`config.mk`:
```
export PLATFORM = sky130hd
export DESIGN_NAME = fab_regs_flat
export DESIGN_NICKNAME = d
export VERILOG_FILES = /design/src/fab_pkg.sv /design/src/fab_if.sv /design/src/fab_regs.sv /design/src/flat_wrapper.sv
export VERILOG_INCLUDE_DIRS = /design/src
export SDC_FILE = /design/constraint.sdc
export NUM_CORES = 1
export LEC_CHECK = 0
export ABC_AREA = 1
export CORE_MARGIN = 4
export CORE_UTILIZATION = 65
export CTS_CLUSTER_DIAMETER = 80
export DETAILED_ROUTE_END_ITERATION = 7
export DONT_BUFFER_PORTS = 1
export PLACE_DENSITY = 0.88
export SYNTH_ARGS = -nofsm -noshare
export SYNTH_HDL_FRONTEND = slang
export SYNTH_SLANG_ARGS = --single-unit
```
`constraint.sdc`:
```
create_clock -name clock_in -period 1.6 [get_ports clock_in]
set_clock_uncertainty 0.1 [all_clocks]
set_input_delay 0.24 -clock clock_in [delete_from_list [all_inputs] [get_ports clock_in]]
set_output_delay 0.24 -clock clock_in [all_outputs]
set_load 0.02 [all_outputs]
```
`src/fab_params.svh`:
```
/*
 * constants for the fiber auto-negotiation base-page register views:
 * register offsets, mode field codes, bit positions and fixed values.
 * assumes it is included by bare name from package and design files.
 */
`ifndef FAB_PARAMS_SVH
`define FAB_PARAMS_SVH

`define FAB_ADV_OFFSET 5'h04
`define FAB_LPA_OFFSET 5'h05
`define FAB_MODE_BASEX 2'h1
`define FAB_MODE_SYS 2'h2
`define FAB_MODE_MEDIA 2'h3
`define FAB_MEDIA_ADV 16'h0001
`define FAB_SYS_ADV_LOW 7'h01
`define FAB_ZERO16 16'h0000
`define FAB_BIT_LINK 15
`define FAB_BIT_ACK 14
`define FAB_BIT_DUPLEX 12
`define FAB_SPEED_HI 11
`define FAB_SPEED_LO 10
`define FAB_BIT_TXP 9
`define FAB_BIT_RXP 8
`define FAB_BIT_MEDIA 7
`define FAB_SPEED_10 2'h0
`define FAB_SPEED_100 2'h1
`define FAB_SPEED_1000 2'h2
`define FAB_ADDR_WIDTH 5
`define FAB_WORD_WIDTH 16
`define FAB_LOW_HI 6
`define FAB_LOW_LO 0
`define FAB_PM_BITS 3
`define FAB_SYS_LPA_KEEP 16'h7FFF
`define FAB_MEDIA_LPA_KEEP 16'hFC7F

`endif

```
`src/fab_pkg.sv`:
```
/*
 * types shared by both ends of the base-page register link.
 * assumes fab_params.svh is on the include path.
 */
`include "fab_params.svh"
package fab_pkg;
    typedef enum logic [1:0]
    {
        FAB_MODE_NONE,
        FAB_MODE_X,
        FAB_MODE_S,
        FAB_MODE_M
    } fab_mode_type;
    typedef logic [15:0] fab_word_type;
endpackage

```
`src/fab_if.sv`:
```
/*
 * link between the register bank (device) and the party that sends
 * received base pages and reads the registers (host).
 * assumes one clock shared by both ends.
 */
interface fab_if;
    import fab_pkg::*;
    logic page_valid;
    fab_word_type page_word;
    logic link_up;
    logic rd_en;
    logic wr_en;
    logic [4:0] addr;
    fab_word_type wr_data;
    fab_word_type rd_data;
    logic rd_valid;
    modport device_mp (
        input page_valid, page_word, link_up, rd_en, wr_en, addr, wr_data,
        output rd_data, rd_valid
    );
    modport host_mp (
        output page_valid, page_word, link_up, rd_en, wr_en, addr, wr_data,
        input rd_data, rd_valid
    );
endinterface

```
`src/fab_regs.sv`:
```
/*
 * read-only advertisement and partner ability register views, selected
 * by the two-bit mode field, with base-page capture and link-down clear.
 * assumes a single clock and synchronous inputs from the link side.
 */
// Behaviour
// - system mode adv bit15 shows copper link
// - system mode adv bit12 shows copper duplex
// - system mode adv bits11:10 show speed
// - pause and media bits zero when disabled
// - bits 9,8,7 show pauses and media
// - system mode adv bits6:0 read 0000001
// - media mode adv reads 0x0001, writes ignored
// - partner fields clear on link down, load page
// - basex partner bit15 is next page
// - partner bit14 is acknowledge
// - basex bits13:12 hold remote fault
// - basex bits8:7 hold pause ability
// - basex bits6,5 hold half/full duplex
// - partner sends basex bits4:0 as zero
// - partner sends system bits13:0 fixed pattern
// - media partner bit15 is copper link
// - media partner bit12 is duplex
// - media partner bits11:10 are speed
// - partner sends media bits6:0 as 0000001
// - partner sends media bit13 as zero
// - mode field selects register layout
`include "fab_params.svh"
module fab_regs
    import fab_pkg::*;
#(
    parameter int WORD_WIDTH = `FAB_WORD_WIDTH,
    parameter int ADDR_WIDTH = `FAB_ADDR_WIDTH
)
(
    input wire logic clock_in,
    input wire logic arst_n_in,
    input wire logic soft_reset_in,
    input wire logic [1:0] mode_in,
    input wire logic copper_link_in,
    input wire logic copper_full_duplex_in,
    input wire logic [1:0] copper_speed_in,
    input wire logic report_enable_in,
    input wire logic tx_pause_in,
    input wire logic rx_pause_in,
    input wire logic fiber_media_in,
    fab_if.device_mp link
);
    fab_word_type lpa_r;
    fab_word_type lpa_nxt;
    fab_word_type rd_data_r;
    fab_word_type rd_data_nxt;
    logic rd_valid_r;
    logic rd_valid_nxt;
    logic lpa_load;
    logic hit_adv;
    logic hit_lpa;
    fab_word_type sys_adv;
    fab_word_type adv_view;
    fab_word_type lpa_system;
    fab_word_type lpa_media;
    fab_word_type lpa_view;
    fab_word_type read_word;
    logic [`FAB_PM_BITS-1:0] pause_media_raw;
    wire logic [`FAB_PM_BITS-1:0] pause_media;

    // the views are fixed layouts, so only the documented sizes work
    if (WORD_WIDTH != `FAB_WORD_WIDTH)
    begin : g_word_check
        $error("fab_regs: register word must be 16 bits");
    end
    if (ADDR_WIDTH != `FAB_ADDR_WIDTH)
    begin : g_addr_check
        $error("fab_regs: register address must be 5 bits");
    end

    // register offset match, used for both registers
    function automatic logic addr_hit(
        input logic [ADDR_WIDTH-1:0] addr,
        input logic [ADDR_WIDTH-1:0] offset
    );
        return addr == offset;
    endfunction

    // one decode of the mode field picks the layout of either register
    function automatic fab_word_type pick_view(
        input logic [1:0] mode,
        input fab_word_type basex_word,
        input fab_word_type system_word,
        input fab_word_type media_word
    );
        fab_word_type view;
        case (mode)
            `FAB_MODE_BASEX:
            begin
                view = basex_word;
            end
            `FAB_MODE_SYS:
            begin
                view = system_word;
            end
            `FAB_MODE_MEDIA:
            begin
                view = media_word;
            end
            default:
            begin
                view = `FAB_ZERO16;
            end
        endcase
        return view;
    endfunction

    // system-mode advertisement, assembled field by field
    function automatic fab_word_type system_adv_word(
        input logic copper_up,
        input logic full_duplex,
        input logic [1:0] speed,
        input logic [`FAB_PM_BITS-1:0] pause_media_bits
    );
        fab_word_type word;
        word = `FAB_ZERO16;
        word[`FAB_BIT_LINK] = copper_up;
        word[`FAB_BIT_DUPLEX] = full_duplex;
        word[`FAB_SPEED_HI:`FAB_SPEED_LO] = speed;
        word[`FAB_BIT_TXP:`FAB_BIT_MEDIA] = pause_media_bits;
        word[`FAB_LOW_HI:`FAB_LOW_LO] = `FAB_SYS_ADV_LOW;
        return word;
    endfunction

    // reporting off forces each pause and media bit low
    assign pause_media_raw = {tx_pause_in, rx_pause_in, fiber_media_in};
    for (genvar b = 0; b < `FAB_PM_BITS; b++)
    begin : g_pause_media
        assign pause_media[b] = report_enable_in & pause_media_raw[b];
    end

    assign sys_adv = system_adv_word(copper_link_in, copper_full_duplex_in,
        copper_speed_in, pause_media);
    // basex advertisement is not kept here and reads as zero
    assign adv_view = pick_view(mode_in, `FAB_ZERO16, sys_adv,
        `FAB_MEDIA_ADV);

    // link down clears the partner word and wins over a page
    assign lpa_load = link.link_up && link.page_valid;
    assign lpa_nxt = !link.link_up ? `FAB_ZERO16 :
        (lpa_load ? link.page_word : lpa_r);

    // basex shows the whole word
    // reserved code word bits 4:0 are captured as sent
    // system hides bit 15 and keeps acknowledge and 13:0
    assign lpa_system = lpa_r & `FAB_SYS_LPA_KEEP;
    // media keeps link, ack, duplex, speed and 6:0
    assign lpa_media = lpa_r & `FAB_MEDIA_LPA_KEEP;
    assign lpa_view = pick_view(mode_in, lpa_r, lpa_system,
        lpa_media);

    // reads only sample the selected view; nothing is cleared
    assign hit_adv = addr_hit(link.addr, `FAB_ADV_OFFSET);
    assign hit_lpa = addr_hit(link.addr, `FAB_LPA_OFFSET);
    assign read_word = hit_adv ? adv_view :
        (hit_lpa ? lpa_view : `FAB_ZERO16);
    assign rd_data_nxt = link.rd_en ? read_word : rd_data_r;
    assign rd_valid_nxt = link.rd_en;
    // write strobe and data are left unread: writes are ignored

    // captured partner word
    always_ff @(posedge clock_in or negedge arst_n_in)
    begin
        if (!arst_n_in)
        begin
            lpa_r <= `FAB_ZERO16;
        end
        else if (soft_reset_in)
        begin
            lpa_r <= `FAB_ZERO16;
        end
        else
        begin
            lpa_r <= lpa_nxt;
        end
    end

    // read data holds until the next read
    always_ff @(posedge clock_in or negedge arst_n_in)
    begin
        if (!arst_n_in)
        begin
            rd_data_r <= `FAB_ZERO16;
        end
        else if (soft_reset_in)
        begin
            rd_data_r <= `FAB_ZERO16;
        end
        else
        begin
            rd_data_r <= rd_data_nxt;
        end
    end

    // one-cycle answer strobe
    always_ff @(posedge clock_in or negedge arst_n_in)
    begin
        if (!arst_n_in)
        begin
            rd_valid_r <= 1'b0;
        end
        else if (soft_reset_in)
        begin
            rd_valid_r <= 1'b0;
        end
        else
        begin
            rd_valid_r <= rd_valid_nxt;
        end
    end

    assign link.rd_data = rd_data_r;
    assign link.rd_valid = rd_valid_r;
endmodule // fab_regs

```
`src/flat_wrapper.sv`:
```
// flat-port wrapper written by rule: the top's interface ports become plain ports
module fab_regs_flat import fab_pkg::*;
#(
    parameter int WORD_WIDTH = `FAB_WORD_WIDTH,
    parameter int ADDR_WIDTH = `FAB_ADDR_WIDTH
)
  (clock_in, arst_n_in, soft_reset_in, mode_in, copper_link_in, copper_full_duplex_in, copper_speed_in, report_enable_in, tx_pause_in, rx_pause_in, fiber_media_in, link_page_valid, link_page_word, link_link_up, link_rd_en, link_wr_en, link_addr, link_wr_data, link_rd_data, link_rd_valid);
  fab_if link_i ();
  input wire logic clock_in;
  input wire logic arst_n_in;
  input wire logic soft_reset_in;
  input wire logic [1:0] mode_in;
  input wire logic copper_link_in;
  input wire logic copper_full_duplex_in;
  input wire logic [1:0] copper_speed_in;
  input wire logic report_enable_in;
  input wire logic tx_pause_in;
  input wire logic rx_pause_in;
  input wire logic fiber_media_in;
  input wire logic [$bits(link_i.page_valid)-1:0] link_page_valid;
  input wire logic [$bits(link_i.page_word)-1:0] link_page_word;
  input wire logic [$bits(link_i.link_up)-1:0] link_link_up;
  input wire logic [$bits(link_i.rd_en)-1:0] link_rd_en;
  input wire logic [$bits(link_i.wr_en)-1:0] link_wr_en;
  input wire logic [$bits(link_i.addr)-1:0] link_addr;
  input wire logic [$bits(link_i.wr_data)-1:0] link_wr_data;
  output wire logic [$bits(link_i.rd_data)-1:0] link_rd_data;
  output wire logic [$bits(link_i.rd_valid)-1:0] link_rd_valid;
  assign link_i.page_valid = link_page_valid;
  assign link_i.page_word = link_page_word;
  assign link_i.link_up = link_link_up;
  assign link_i.rd_en = link_rd_en;
  assign link_i.wr_en = link_wr_en;
  assign link_i.addr = link_addr;
  assign link_i.wr_data = link_wr_data;
  assign link_rd_data = link_i.rd_data;
  assign link_rd_valid = link_i.rd_valid;
  fab_regs #(.WORD_WIDTH(WORD_WIDTH), .ADDR_WIDTH(ADDR_WIDTH)) u_core (.clock_in(clock_in), .arst_n_in(arst_n_in), .soft_reset_in(soft_reset_in), .mode_in(mode_in), .copper_link_in(copper_link_in), .copper_full_duplex_in(copper_full_duplex_in), .copper_speed_in(copper_speed_in), .report_enable_in(report_enable_in), .tx_pause_in(tx_pause_in), .rx_pause_in(rx_pause_in), .fiber_media_in(fiber_media_in), .link(link_i));
endmodule
```
==> impl_results.md, run 1 <==
- Outcome: complete, no violations
- FF-to-FF End: u_core.link.rd_data[7]
- Crit-path slowest cell: dlygate4sd3_1
- Syn. warnings: 0
- Sequential area share after synthesis: 49.7%
- Chip Width: 58.6 um
- Most frequent cell after synthesis: nand2_1
- Hold path start: mode_in[1]
- R2R setup slack: 600 ps
- RSZ-0062 raised after global routing: false
- Core Region: 2450 um2
- Startpoint types: primary input
- Initial DRC count: 50
- H-tree Lvls: 2
- Drt wl/cell: 14.7 um
- Postcts setup bufs: 0
- WHS Endpoint: u_core.link.rd_data[0]
- Synth top area cells: dfrtp_1 (50%), nand2_1 (15%), inv_1 (7.2%)
- Post-Synthesis Cells: 219
- Register-to-Register Path Depth: 6
- Total Routing Usage GR: 24.5%
- Final Hold Viols: 0
- Clock Sinks: 33
- Vias in the first global route: 1,377
- # fillers: 154
- Cell Area, Placed: 1670 um2
- Pre-antenna DRT Iters: 4
- Routability cong.: 0.727
- Slew Limit Fails: 0
- Mapped Area: 1660 um2
- First-pass GRT wire length: 6.28 mm
- Layout area overhead: 20.3%
- P_int: 1.30 mW
- Register share of total power: 50.9%
- GRT overflow: 0
- Layout cells sized above 1: 9.02%
- HPWL Detailed: 2.33 mm
- TritonCTS clock tree: done
- DRC violations left: 0
- Critical path fanouts, max: 3
- Crit-path cells: dlygate4sd3_1, nor2_4, dlygate4sd3_1
- I/O pin total: 71
- Combinational group share of total power: 10.3%
- Initial core utilization: 67.7%
- Worst flop-to-flop path startpoint: u_core.lpa_r[7]
- Peak supply drop: 863 uV
- CTS buffer count: 5
- Crit path top cell by count: dlygate4sd3_1
- Crit end category: register
- Final WL: 4.04 mm
- Setup-failing EPs final: 0
- Leakage power total: 1.10 nW
- Critical Path AT: 1620 ps
- Post-DRT Antenna Nets: 0
- MaxCap Viol Count: 0
- Mean post-synth cell area: 7.59 um2
- Final instance area: 2000 um2
- Sum Neg Setup Slack: 0 ps
- Synth area leader: dfrtp_1
- CTS Root Cell: clkbuf_4
- Total die area: 3430 um2
- Clock latency on the worst-skew pair: 340 ps
- IO Port Bufs: 0
- Antenna violations before repair: 1
- Switching fraction of total power: 24.1%
- Tightest Hold Check Type: in2reg
- Syn Nets: 273
- Slew Limit Headroom: 45.9%
- Clock buffer depth: 2
- Layout Utilization: 81.4%
- Actual slew at the worst max-slew pin: 812 ps
- Clock Pin Slew Worst Setup and Hold Paths: 100 ps
- CP Class: in2reg
- Net Switching: 0.411 mW
- Crit-path max cell delay: 730 ps
- Post-synth EDFFs: 0
- Clock power frac: 38.8%
- Final min period: 1480 ps
- Yosys reg bits: 33
- Rows: 18
- CP required: 1740 ps
- Largest net degree at the start of global routing: 34
- Via count of the routed design: 1,437
- Synth Flop Type: dfrtp_1
- Chip height: 58.6 um
- PD cells: 855 nW/um2
- Hold path cells: 4
- Via density: 5.23
- Yosys top cell area share: 49.7%
- Synth cell types: 17
- Fin crit share: 92.7%
- Max Freq: 675 MHz
- Fin nets: 297
- Async S/R FF share, synth: 100%
- Top cells by count, synth: nand2_1 (66), dfrtp_1 (33), inv_1 (32)
-- sequential cells by signal (all words and copies together) (netlist names) --
| signal | count |
|---|---|
| u_core.link.rd_valid | 1 |
| u_core.lpa_r | 16 |
| u_core.link.rd_data | 16 |
-- worst max-delay path: cells and delay by family --
kind	cells	cell delay, ps
buffers and inverters	2	1290
AND/OR/NAND/NOR	1	90
-- timing repair --
| item | 4_1_cts | 5_1_grt |
|---|---|---|
| hold buffers | 22 | 1 |
| endpoints found under the hold margin | 61 | 1 |
| setup endpoints to repair | 0 | 6 |
| resized for setup | 0 | 1 |
-- area by class of cell --
type	instances	area [um2]	share of cell area [%]
clock buffers	7	55.1	2.75
well taps	30	37.5	1.88
diodes	1	2.50	0.125
multi-input cells	148	686	34.3
clock inverters	1	30.0	1.50
flip-flops and latches	33	826	41.3
inverters	32	120	6.01
repair buffers	23	243	12.1
-- metal layers --
metal	GRT usage, %	part of all wire, %
met1	29.4	41
met2	41.6	50
met3	8.33	8.4
met4	6.95	0.42
met5	0	0
-- power by group through the flow --
stage               clock network [mW]  logic [mW]  registers [mW]
floorplan                            0      0.0900           0.881
global placement                     0      0.0913           0.884
detailed placement                   0      0.0935           0.886
CTS                              0.664       0.167           0.869
global route                     0.698       0.197           0.872
finish                           0.663       0.177           0.871
-- cells by family after synthesis --
group	after synthesis	synth area share [%]
AND/OR/NAND/NOR	108	27.6
buffers and inverters	38	9.04
AO/OA/AOI/OAI	40	13.6
flip-flops	33	49.7
-- per-stage QoR --
step / total power [mW] / std cells / hold slack [ps] / setup WS, ps
2_1_floorplan: 0.971 / 219 / -156 / 518
3_3_place_gp: 0.976 / 243 / -155 / 449
3_5_place_dp: 0.979 / 243 / -155 / 415
4_1_cts: 1.70 / 273 / 5.72 / 98.4
5_1_grt: 1.77 / 275 / 5.34 / 74.8
6_report: 1.71 / 275 / 19.1 / 117
-- worst max path at each step --
stage	start	endpoint	depth (start not counted)
global route	soft_reset_in	u_core.link.rd_valid	3
floorplan	link_addr[0]	u_core.link.rd_data[11]	7
global placement	link_addr[0]	u_core.link.rd_data[8]	6
detailed placement	link_addr[0]	u_core.link.rd_data[10]	6
finish	soft_reset_in	u_core.link.rd_valid	3
CTS	soft_reset_in	u_core.link.rd_valid	3
-- layout by cell type, fill, tap and decap left out, types with 2 or more instances in the layout --
| cell type | count |
|---|---|
| nand2_1 | 66 |
| o21ai_0 | 15 |
| o21ai_1 | 2 |
| clkbuf_4 | 5 |
| dfrtp_1 | 33 |
| nand3_1 | 6 |
| a21oi_1 | 16 |
| dlygate4sd3_1 | 21 |
| nor2_4 | 4 |
| inv_1 | 32 |
| nor2_1 | 29 |
| o21ai_2 | 7 |
(Power assumes the default switching activity.)
==> run 2: changes to the inputs <==
--- a/config.mk
+++ b/config.mk
@@ -7,12 +7,14 @@
 export NUM_CORES = 1
 export LEC_CHECK = 0
 export ABC_AREA = 1
+export CELL_PAD_IN_SITES_DETAIL_PLACEMENT = 1
+export CELL_PAD_IN_SITES_GLOBAL_PLACEMENT = 2
 export CORE_MARGIN = 4
-export CORE_UTILIZATION = 65
+export CORE_UTILIZATION = 29
 export CTS_CLUSTER_DIAMETER = 80
 export DETAILED_ROUTE_END_ITERATION = 7
 export DONT_BUFFER_PORTS = 1
-export PLACE_DENSITY = 0.88
+export PLACE_DENSITY = 0.79
 export SYNTH_ARGS = -nofsm -noshare
 export SYNTH_HDL_FRONTEND = slang
 export SYNTH_SLANG_ARGS = --single-unit
==> constraint.sdc (replaced) <==
create_clock -name clock_in -period 1.2 [get_ports clock_in]
set_clock_uncertainty 0.1 [all_clocks]
set_input_delay 0.18 -clock clock_in [delete_from_list [all_inputs] [get_ports clock_in]]
set_output_delay 0.18 -clock clock_in [all_outputs]
set_load 0.02 [all_outputs]
==> run 2 against run 1 <==
  * The flow now finishes with violations (hold timing)
  * Register-to-register slack worse by 370 ps
  * Non-clock buffer count down 20
  * First-iteration DRC count up 14%
  * Clock power up 20%
  * Hold slack worse by 140 ps
  * Critical path depth down 3
  * Sequential cell count unchanged
  * Largest cell class unchanged
  * Largest power group unchanged
==> impl_results.md, run 2 (synthesis gave the netlist of run 1 again) <==
- Peak supply drop: 427 uV (-50%)
- Clock power frac: 37.6% (-1.2 points)
- Via count of the routed design: 1,312 (-8.7%)
- Startpoint types: register
- Cell Area, Placed: 1720 um2 (+3.1%)
- Clock Pin Slew Worst Setup and Hold Paths: 70 ps (-30 ps)
- PD cells: 1150 nW/um2 (+34%)
- Post-CTS Hold Fix Bufs: 3 (-86%)
- Placed Cells: 285 (+17%)
- First-pass GRT wire length: 6.52 mm (+3.8%)
- Clock buffer depth: 2 (unchanged)
- Tightest Hold Check Type: in2reg
- RSZ-0062 raised after global routing: false
- Initial core utilization: 30.0% (-38 points)
- Final WL: 3.81 mm (-5.6%)
- Outcome: finished, violations left
- Setup-failing EPs final: 0 (unchanged)
- Failing checks: hold timing
- Pre-CTS setup slack: 49.8 ps (-365 ps)
- Chip Width: 83.7 um (+43%)
- N_diodes: 0 (-1)
- CTS buffer count: 5 (unchanged)
- Vias in the first global route: 1,381 (+0.29%)
- Layout Utilization: 33.3% (-48 points)
- Postcts setup bufs: 0 (unchanged)
- Commonest cells after routing, fill and taps aside: nand2_1 (66), dfrtp_1 (33), inv_1 (32)
- Switching fraction of total power: 24.7% (+0.64 points)
- Final Hold Viols: 16 (+16)
- Critical path fanouts, max: 2 (-1)
- Fin nets: 277 (-6.7%)
- Largest net degree at the start of global routing: 34 (unchanged)
- HPWL Detailed: 2.86 mm (+23%)
- Core Region: 5540 um2 (+130%)
- Layout cells sized above 1: 9.82% (+0.81 points)
- Initial DRC count: 57 (+14%)
- Actual slew at the worst max-slew pin: 370 ps (-442 ps)
- Rows: 27 (+9)
- Crit end category: output port
- I/O pin total: 71 (unchanged)
- Critical Path AT: 760 ps (-860 ps)
- Drt wl/cell: 12.9 um (-12%)
- CP Class: reg2out
- Chip height: 83.7 um (+43%)
- Post-DRT Antenna Nets: 0 (unchanged)
- Final instance count without filler cells: 296 (+7.6%)
- Routability cong.: 0.717 (-1.3%)
- TritonCTS clock tree: done
- Slew Limit Headroom: 75.3% (+29 points)
- GRT overflow: 0 (unchanged)
- Clock Sinks: 33 (unchanged)
- Final instance area: 1840 um2 (-7.8%)
- CP required: 920 ps (-820 ps)
- MaxCap Viol Count: 0 (unchanged)
- Combinational group share of total power: 7.7% (-2.6 points)
- H-tree Lvls: 2 (unchanged)
- Sum Neg Setup Slack: 0 ps (unchanged)
- Worst setup margin: 162 ps (+44.4 ps)
- Most common cell after layout, fill and taps aside: nand2_1
- Via density: 4.43 (-15%)
- Max Freq: 963 MHz
- IO Port Bufs: 0 (unchanged)
- DRC violations left: 0 (unchanged)
- Slew Limit Fails: 0 (unchanged)
- Total die area: 7000 um2 (+100%)
- Final min period: 1040 ps
- Total Routing Usage GR: 11.6% (-13 points)
- Layout area overhead: 11.0%
- Pre-antenna DRT Iters: 4 (unchanged)
- Fin crit share: 86.5%
- Post-CTS resize count: 0 (unchanged)
- Net Switching: 0.523 mW (+27%)
- Leakage power total: 1.00 nW (-8.5%)
- Register share of total power: 54.8% (+3.9 points)
- Clock latency on the worst-skew pair: 280 ps (-60 ps)
- Antenna violations before repair: 0 (-1)
- Final hold slack: -118 ps (-137 ps)
- CTS Root Cell: clkbuf_8
- P_int: 1.59 mW (+23%)
run 2: changes by cell type in the layout (fill, tap and decap cells not counted), sizes merged:
cell	before	now
bufinv	1	0
clkbuf	7	6
clkinv	0	2
diode	1	0
dlygate4sd3	21	2
dlymetal6s4s	1	0
run 2: final timing paths:
| check | startpoint | endpoint | slack [ps] | cells after the start |
|---|---|---|---|---|
| max | u_core.link.rd_data[13] | link_rd_data[13] | 160 | 0 |
| min | link_page_valid | u_core.lpa_r[15] | -120 | 1 |
| max reg2reg | u_core.lpa_r[9] | u_core.link.rd_data[9] | 230 | 6 |
| min reg2reg | u_core.lpa_r[13] | u_core.link.rd_data[13] | 440 | 2 |
| max in group asynchronous | arst_n_in | u_core.lpa_r[9] | 580 | 2 |
| min in group asynchronous | arst_n_in | u_core.link.rd_data[1] | 240 | 2 |
run 2: final cells by class:
| class | count | area, um2 |
|---|---|---|
| clock buffers | 6 | 72.6 |
| multi-input cells | 148 | 686 |
| well taps | 72 | 90.1 |
| repair buffers | 3 | 40.0 |
| inverters | 32 | 120 |
| fillers | 707 | 3700 |
| flip-flops and latches | 33 | 826 |
| clock inverters | 2 | 10.0 |
run 2: metal layers:
| layer | vias up | GRT usage (%) | part of all wire (%) |
|---|---|---|---|
| li1 | 676 | - | - |
| met1 | 592 | 15.6 | 51 |
| met2 | 38 | 17.1 | 43 |
| met3 | 6 | 4.15 | 4.9 |
| met4 | 0 | 3.95 | 1.7 |
| met5 | - | 0 | 0 |
run 2: per-stage QoR:
step	power, mW	hold slack, ps
2_1_floorplan	1.30	-216
3_3_place_gp	1.31	-214
3_5_place_dp	1.31	-214
4_1_cts	2.16	-130
5_1_grt	2.25	-137
6_report	2.12	-118
run 2: power by group through the flow:
stage	Clock (mW)	Combinational [mW]	Sequential, mW
2_1_floorplan	0	0.120	1.18
3_3_place_gp	0	0.129	1.18
3_5_place_dp	0	0.132	1.18
4_1_cts	0.829	0.169	1.16
5_1_grt	0.897	0.194	1.16
6_report	0.795	0.162	1.16
==> run 3: changes to the inputs <==
--- a/config.mk
+++ b/config.mk
@@ -6,15 +6,14 @@
 export SDC_FILE = /design/constraint.sdc
 export NUM_CORES = 1
 export LEC_CHECK = 0
-export ABC_AREA = 1
 export CELL_PAD_IN_SITES_DETAIL_PLACEMENT = 1
 export CELL_PAD_IN_SITES_GLOBAL_PLACEMENT = 2
 export CORE_MARGIN = 4
-export CORE_UTILIZATION = 29
+export CORE_UTILIZATION = 33
 export CTS_CLUSTER_DIAMETER = 80
 export DETAILED_ROUTE_END_ITERATION = 7
 export DONT_BUFFER_PORTS = 1
-export PLACE_DENSITY = 0.79
+export PLACE_DENSITY = 0.8
 export SYNTH_ARGS = -nofsm -noshare
 export SYNTH_HDL_FRONTEND = slang
 export SYNTH_SLANG_ARGS = --single-unit
==> run 3 against run 2 <==
  * The run still ends with hold timing left
  * Sequential share of layout area is 1.4 points lower
  * Combinational power is 24% higher
  * Synthesized cell count is 47% lower
  * Count of clock-buffer cells in the layout is 1 higher
  * Hold slack better by 81 ps
  * Critical path depth is 1 higher
  * Sequential cell count stayed put
  * First-iteration DRC count is 33% lower
  * Design area is 3.3% higher
  * Total power is 6.8% higher
  * Clock power is 15% higher
==> impl_results.md, run 3 <==
- Layout cells sized above 1: 16.3% (+6.5 points)
- GRT overflow: 0 (unchanged)
- Crit end category: output port
- Combinational group share of total power: 8.9% (+1.2 points)
- Yosys top cell area share: 57.9% (+8.2 points)
- Met2 Use GR: 27.8% (+11 points)
- Drt wl/cell: 19.3 um (+50%)
- Chip height: 73.7 um (-12%)
- CTS buffer count: 5 (unchanged)
- Setup-failing EPs final: 0 (unchanged)
- First-pass GRT wire length: 6.42 mm (-1.6%)
- Most frequent cell after synthesis: dfrtp_1
- GRT met3 Usage: 5.34% (+1.2 points)
- Final min period: 1120 ps (+79.9 ps)
- Post-CTS resize count: 0 (unchanged)
- CTS Root Cell: clkbuf_8
- Max Freq: 894 MHz (-7.2%)
- PD cells: 1190 nW/um2 (+3.4%)
- Final WL: 3.92 mm (+2.7%)
- Chip Width: 73.7 um (-12%)
- N_diodes: 0 (unchanged)
- Clock power frac: 40.4% (+2.8 points)
- Initial core utilization: 34.9% (+4.9 points)
- Top cells by count, synth: dfrtp_1 (33), nor2_1 (18), mux2i_1 (16)
- H-tree Lvls: 2 (unchanged)
- Placed Cells: 170 (-40%)
- Most common cell after layout, fill and taps aside: dfrtp_1
- Tot Pwr: 2.26 mW (+6.8%)
- Crit-path slowest cell: dfrtp_1
- Total Routing Usage GR: 16.3% (+4.7 points)
- Routability cong.: 0.845 (+18%)
- GRT busiest layer: met2
- Crit-path max cell delay: 390 ps
- Peak supply drop: 510 uV (+19%)
- Actual slew at the worst max-slew pin: 599 ps (+229 ps)
- Sum Neg Setup Slack: 0 ps (unchanged)
- IO Port Bufs: 0 (unchanged)
- Register share of total power: 50.7% (-4.1 points)
- Synth cell types: 26 (+9)
- Critical path fanouts, max: 2 (unchanged)
- Synth top area cells: dfrtp_1 (58%), mux2i_1 (11%), a22o_1 (4.9%)
- Post-Synthesis Cells: 115 (-47%)
- Total die area: 5430 um2 (-22%)
- CP bufs+invs: 1
- Commonest cells after routing, fill and taps aside: dfrtp_1 (33), dlygate4sd3_1 (24), nor2_1 (18)
- Slew Limit Fails: 0 (unchanged)
- Via count of the routed design: 1,082 (-18%)
- Synth area leader: dfrtp_1
- Clock Sinks: 33 (unchanged)
- Failing checks: hold timing
- P_int: 1.76 mW (+11%)
- Final Hold Viols: 14 (-2)
- CP Class: reg2out
- Clock Pin Slew Worst Setup and Hold Paths: 70 ps (about the same)
- Sequential area share after synthesis: 57.9% (+8.2 points)
- Final hold slack: -36.9 ps (+81.4 ps)
- Layout area overhead: 33.7%
- Leakage power total: 0.930 nW (-7.3%)
- Largest net degree at the start of global routing: 34 (unchanged)
- Net Switching: 0.497 mW (-4.9%)
- RSZ-0062 raised after global routing: false
- Outcome: finished, violations left
- Fin nets: 206 (-26%)
- Switching fraction of total power: 22.0% (-2.7 points)
- Antenna violations before repair: 0 (unchanged)
- GRT met1 Usage: 18.9% (+3.3 points)
- Post-CTS Hold Fix Bufs: 25 (+22)
- Async S/R FF share, synth: 100% (unchanged)
- Clock buffer depth: 2 (unchanged)
- Syn Nets: 169 (-38%)
- Tightest Hold Check Type: in2reg
- Via density: 5.33 (+20%)
- Critical Path AT: 840 ps (+80 ps)
- Mean post-synth cell area: 12.4 um2 (+63%)
- Rows: 23 (-15%)
- Clock latency on the worst-skew pair: 280 ps (about the same)
- Post-synth EDFFs: 0 (unchanged)
- Vias in the first global route: 1,252 (-9.3%)
- MaxCap Viol Count: 0 (unchanged)
- CP delay by family, top: flip-flops
- Fin crit share: 93.2% (+6.7 points)
- Yosys reg bits: 33 (unchanged)
- Syn. warnings: 0 (unchanged)
- Mapped Area: 1430 um2 (-14%)
- Post-DRT Antenna Nets: 0 (unchanged)
- Startpoint types: register
- Slew Limit Headroom: 59.5% (-16 points)
- I/O pin total: 71 (unchanged)
- Synth Flop Type: dfrtp_1
- DRC violations left: 0 (unchanged)
- Pre-antenna DRT Iters: 6 (+2)
- TritonCTS clock tree: done
- CP required: 920 ps (about the same)
- Final instance count without filler cells: 203 (-31%)
- Postcts setup bufs: 0 (unchanged)
- Crit-path cells: buf_4
- Core Region: 4090 um2 (-26%)
- HPWL Detailed: 2.77 mm (-3.0%)
- Initial DRC count: 38 (-33%)
==> run 3: cell families after synthesis <==
kind of cell / after synthesis / synth area share, %
simple gates: 41 / 16.7
flops: 33 / 57.9
compound gates: 16 / 10.0
mux: 16 / 11.2
buf+inv: 8 / 3.51
xor+xnor: 1 / 0.615
==> run 3: power by group through the flow <==
stage               registers [mW]  logic [mW]  clock network (mW)
floorplan                     1.16      0.0909                   0
global placement              1.17       0.101                   0
detailed placement            1.17       0.107                   0
CTS                           1.15       0.203               0.955
global route                  1.15       0.223                1.01
finish                        1.15       0.201               0.915
==> run 3: path summary, 6_finish.rpt <==
kind / start / endpoint / slack (ps) / cells past startpoint
min in group asynchronous: arst_n_in / u_core.lpa_r[10] / 250 / 2
worst max-delay path: u_core.link.rd_data[10] / link_rd_data[10] / 80 / 1
worst min-delay path: link_page_valid / u_core.lpa_r[15] / -40 / 2
worst max register to register: u_core.lpa_r[15] / u_core.link.rd_data[15] / 150 / 2
max in group asynchronous: arst_n_in / u_core.lpa_r[6] / 570 / 2
worst min register to register: u_core.lpa_r[4] / u_core.link.rd_data[4] / 400 / 1
==> run 3: cell type report <==
| class | count | area [um2] |
|---|---|---|
| timing repair buffer | 37 | 363 |
| multi-input combinational | 74 | 549 |
| sequential | 33 | 826 |
| clock buffer | 7 | 96.3 |
| clock inverter | 1 | 5.00 |
| tap | 50 | 62.6 |
| fill | 441 | 2180 |
| inverter | 1 | 3.75 |
==> run 3: per-stage QoR <==
stage | setup WS [ps] | cell area, um2 | utilization, % | hold slack (ps)
floorplan | 55.2 | 1430 | - | -216
global placement | 2.95 | 1540 | 37.8 | -215
detailed placement | -22.3 | 1540 | 37.8 | -215
CTS | 74.7 | 1910 | 46.6 | -48.2
global route | 45.5 | 1910 | 46.6 | -45.3
finish | 81.9 | 1910 | 46.6 | -36.9
==> run 3: layer usage <==
layer | up-vias | share of wire (%)
met5 | - | 0
met4 | 0 | 1.6
met3 | 8 | 7.8
met2 | 49 | 52
met1 | 533 | 39
li1 | 492 | -
==> run 3: worst reg2reg max path: cells and delay by family, from the launching register on <==
| kind | cells | cell delay (ps) |
|---|---|---|
| AO/OA/AOI/OAI | 1 | 260 |
| AND/OR/NAND/NOR | 1 | 190 |
| flip-flops | 1 | 380 |
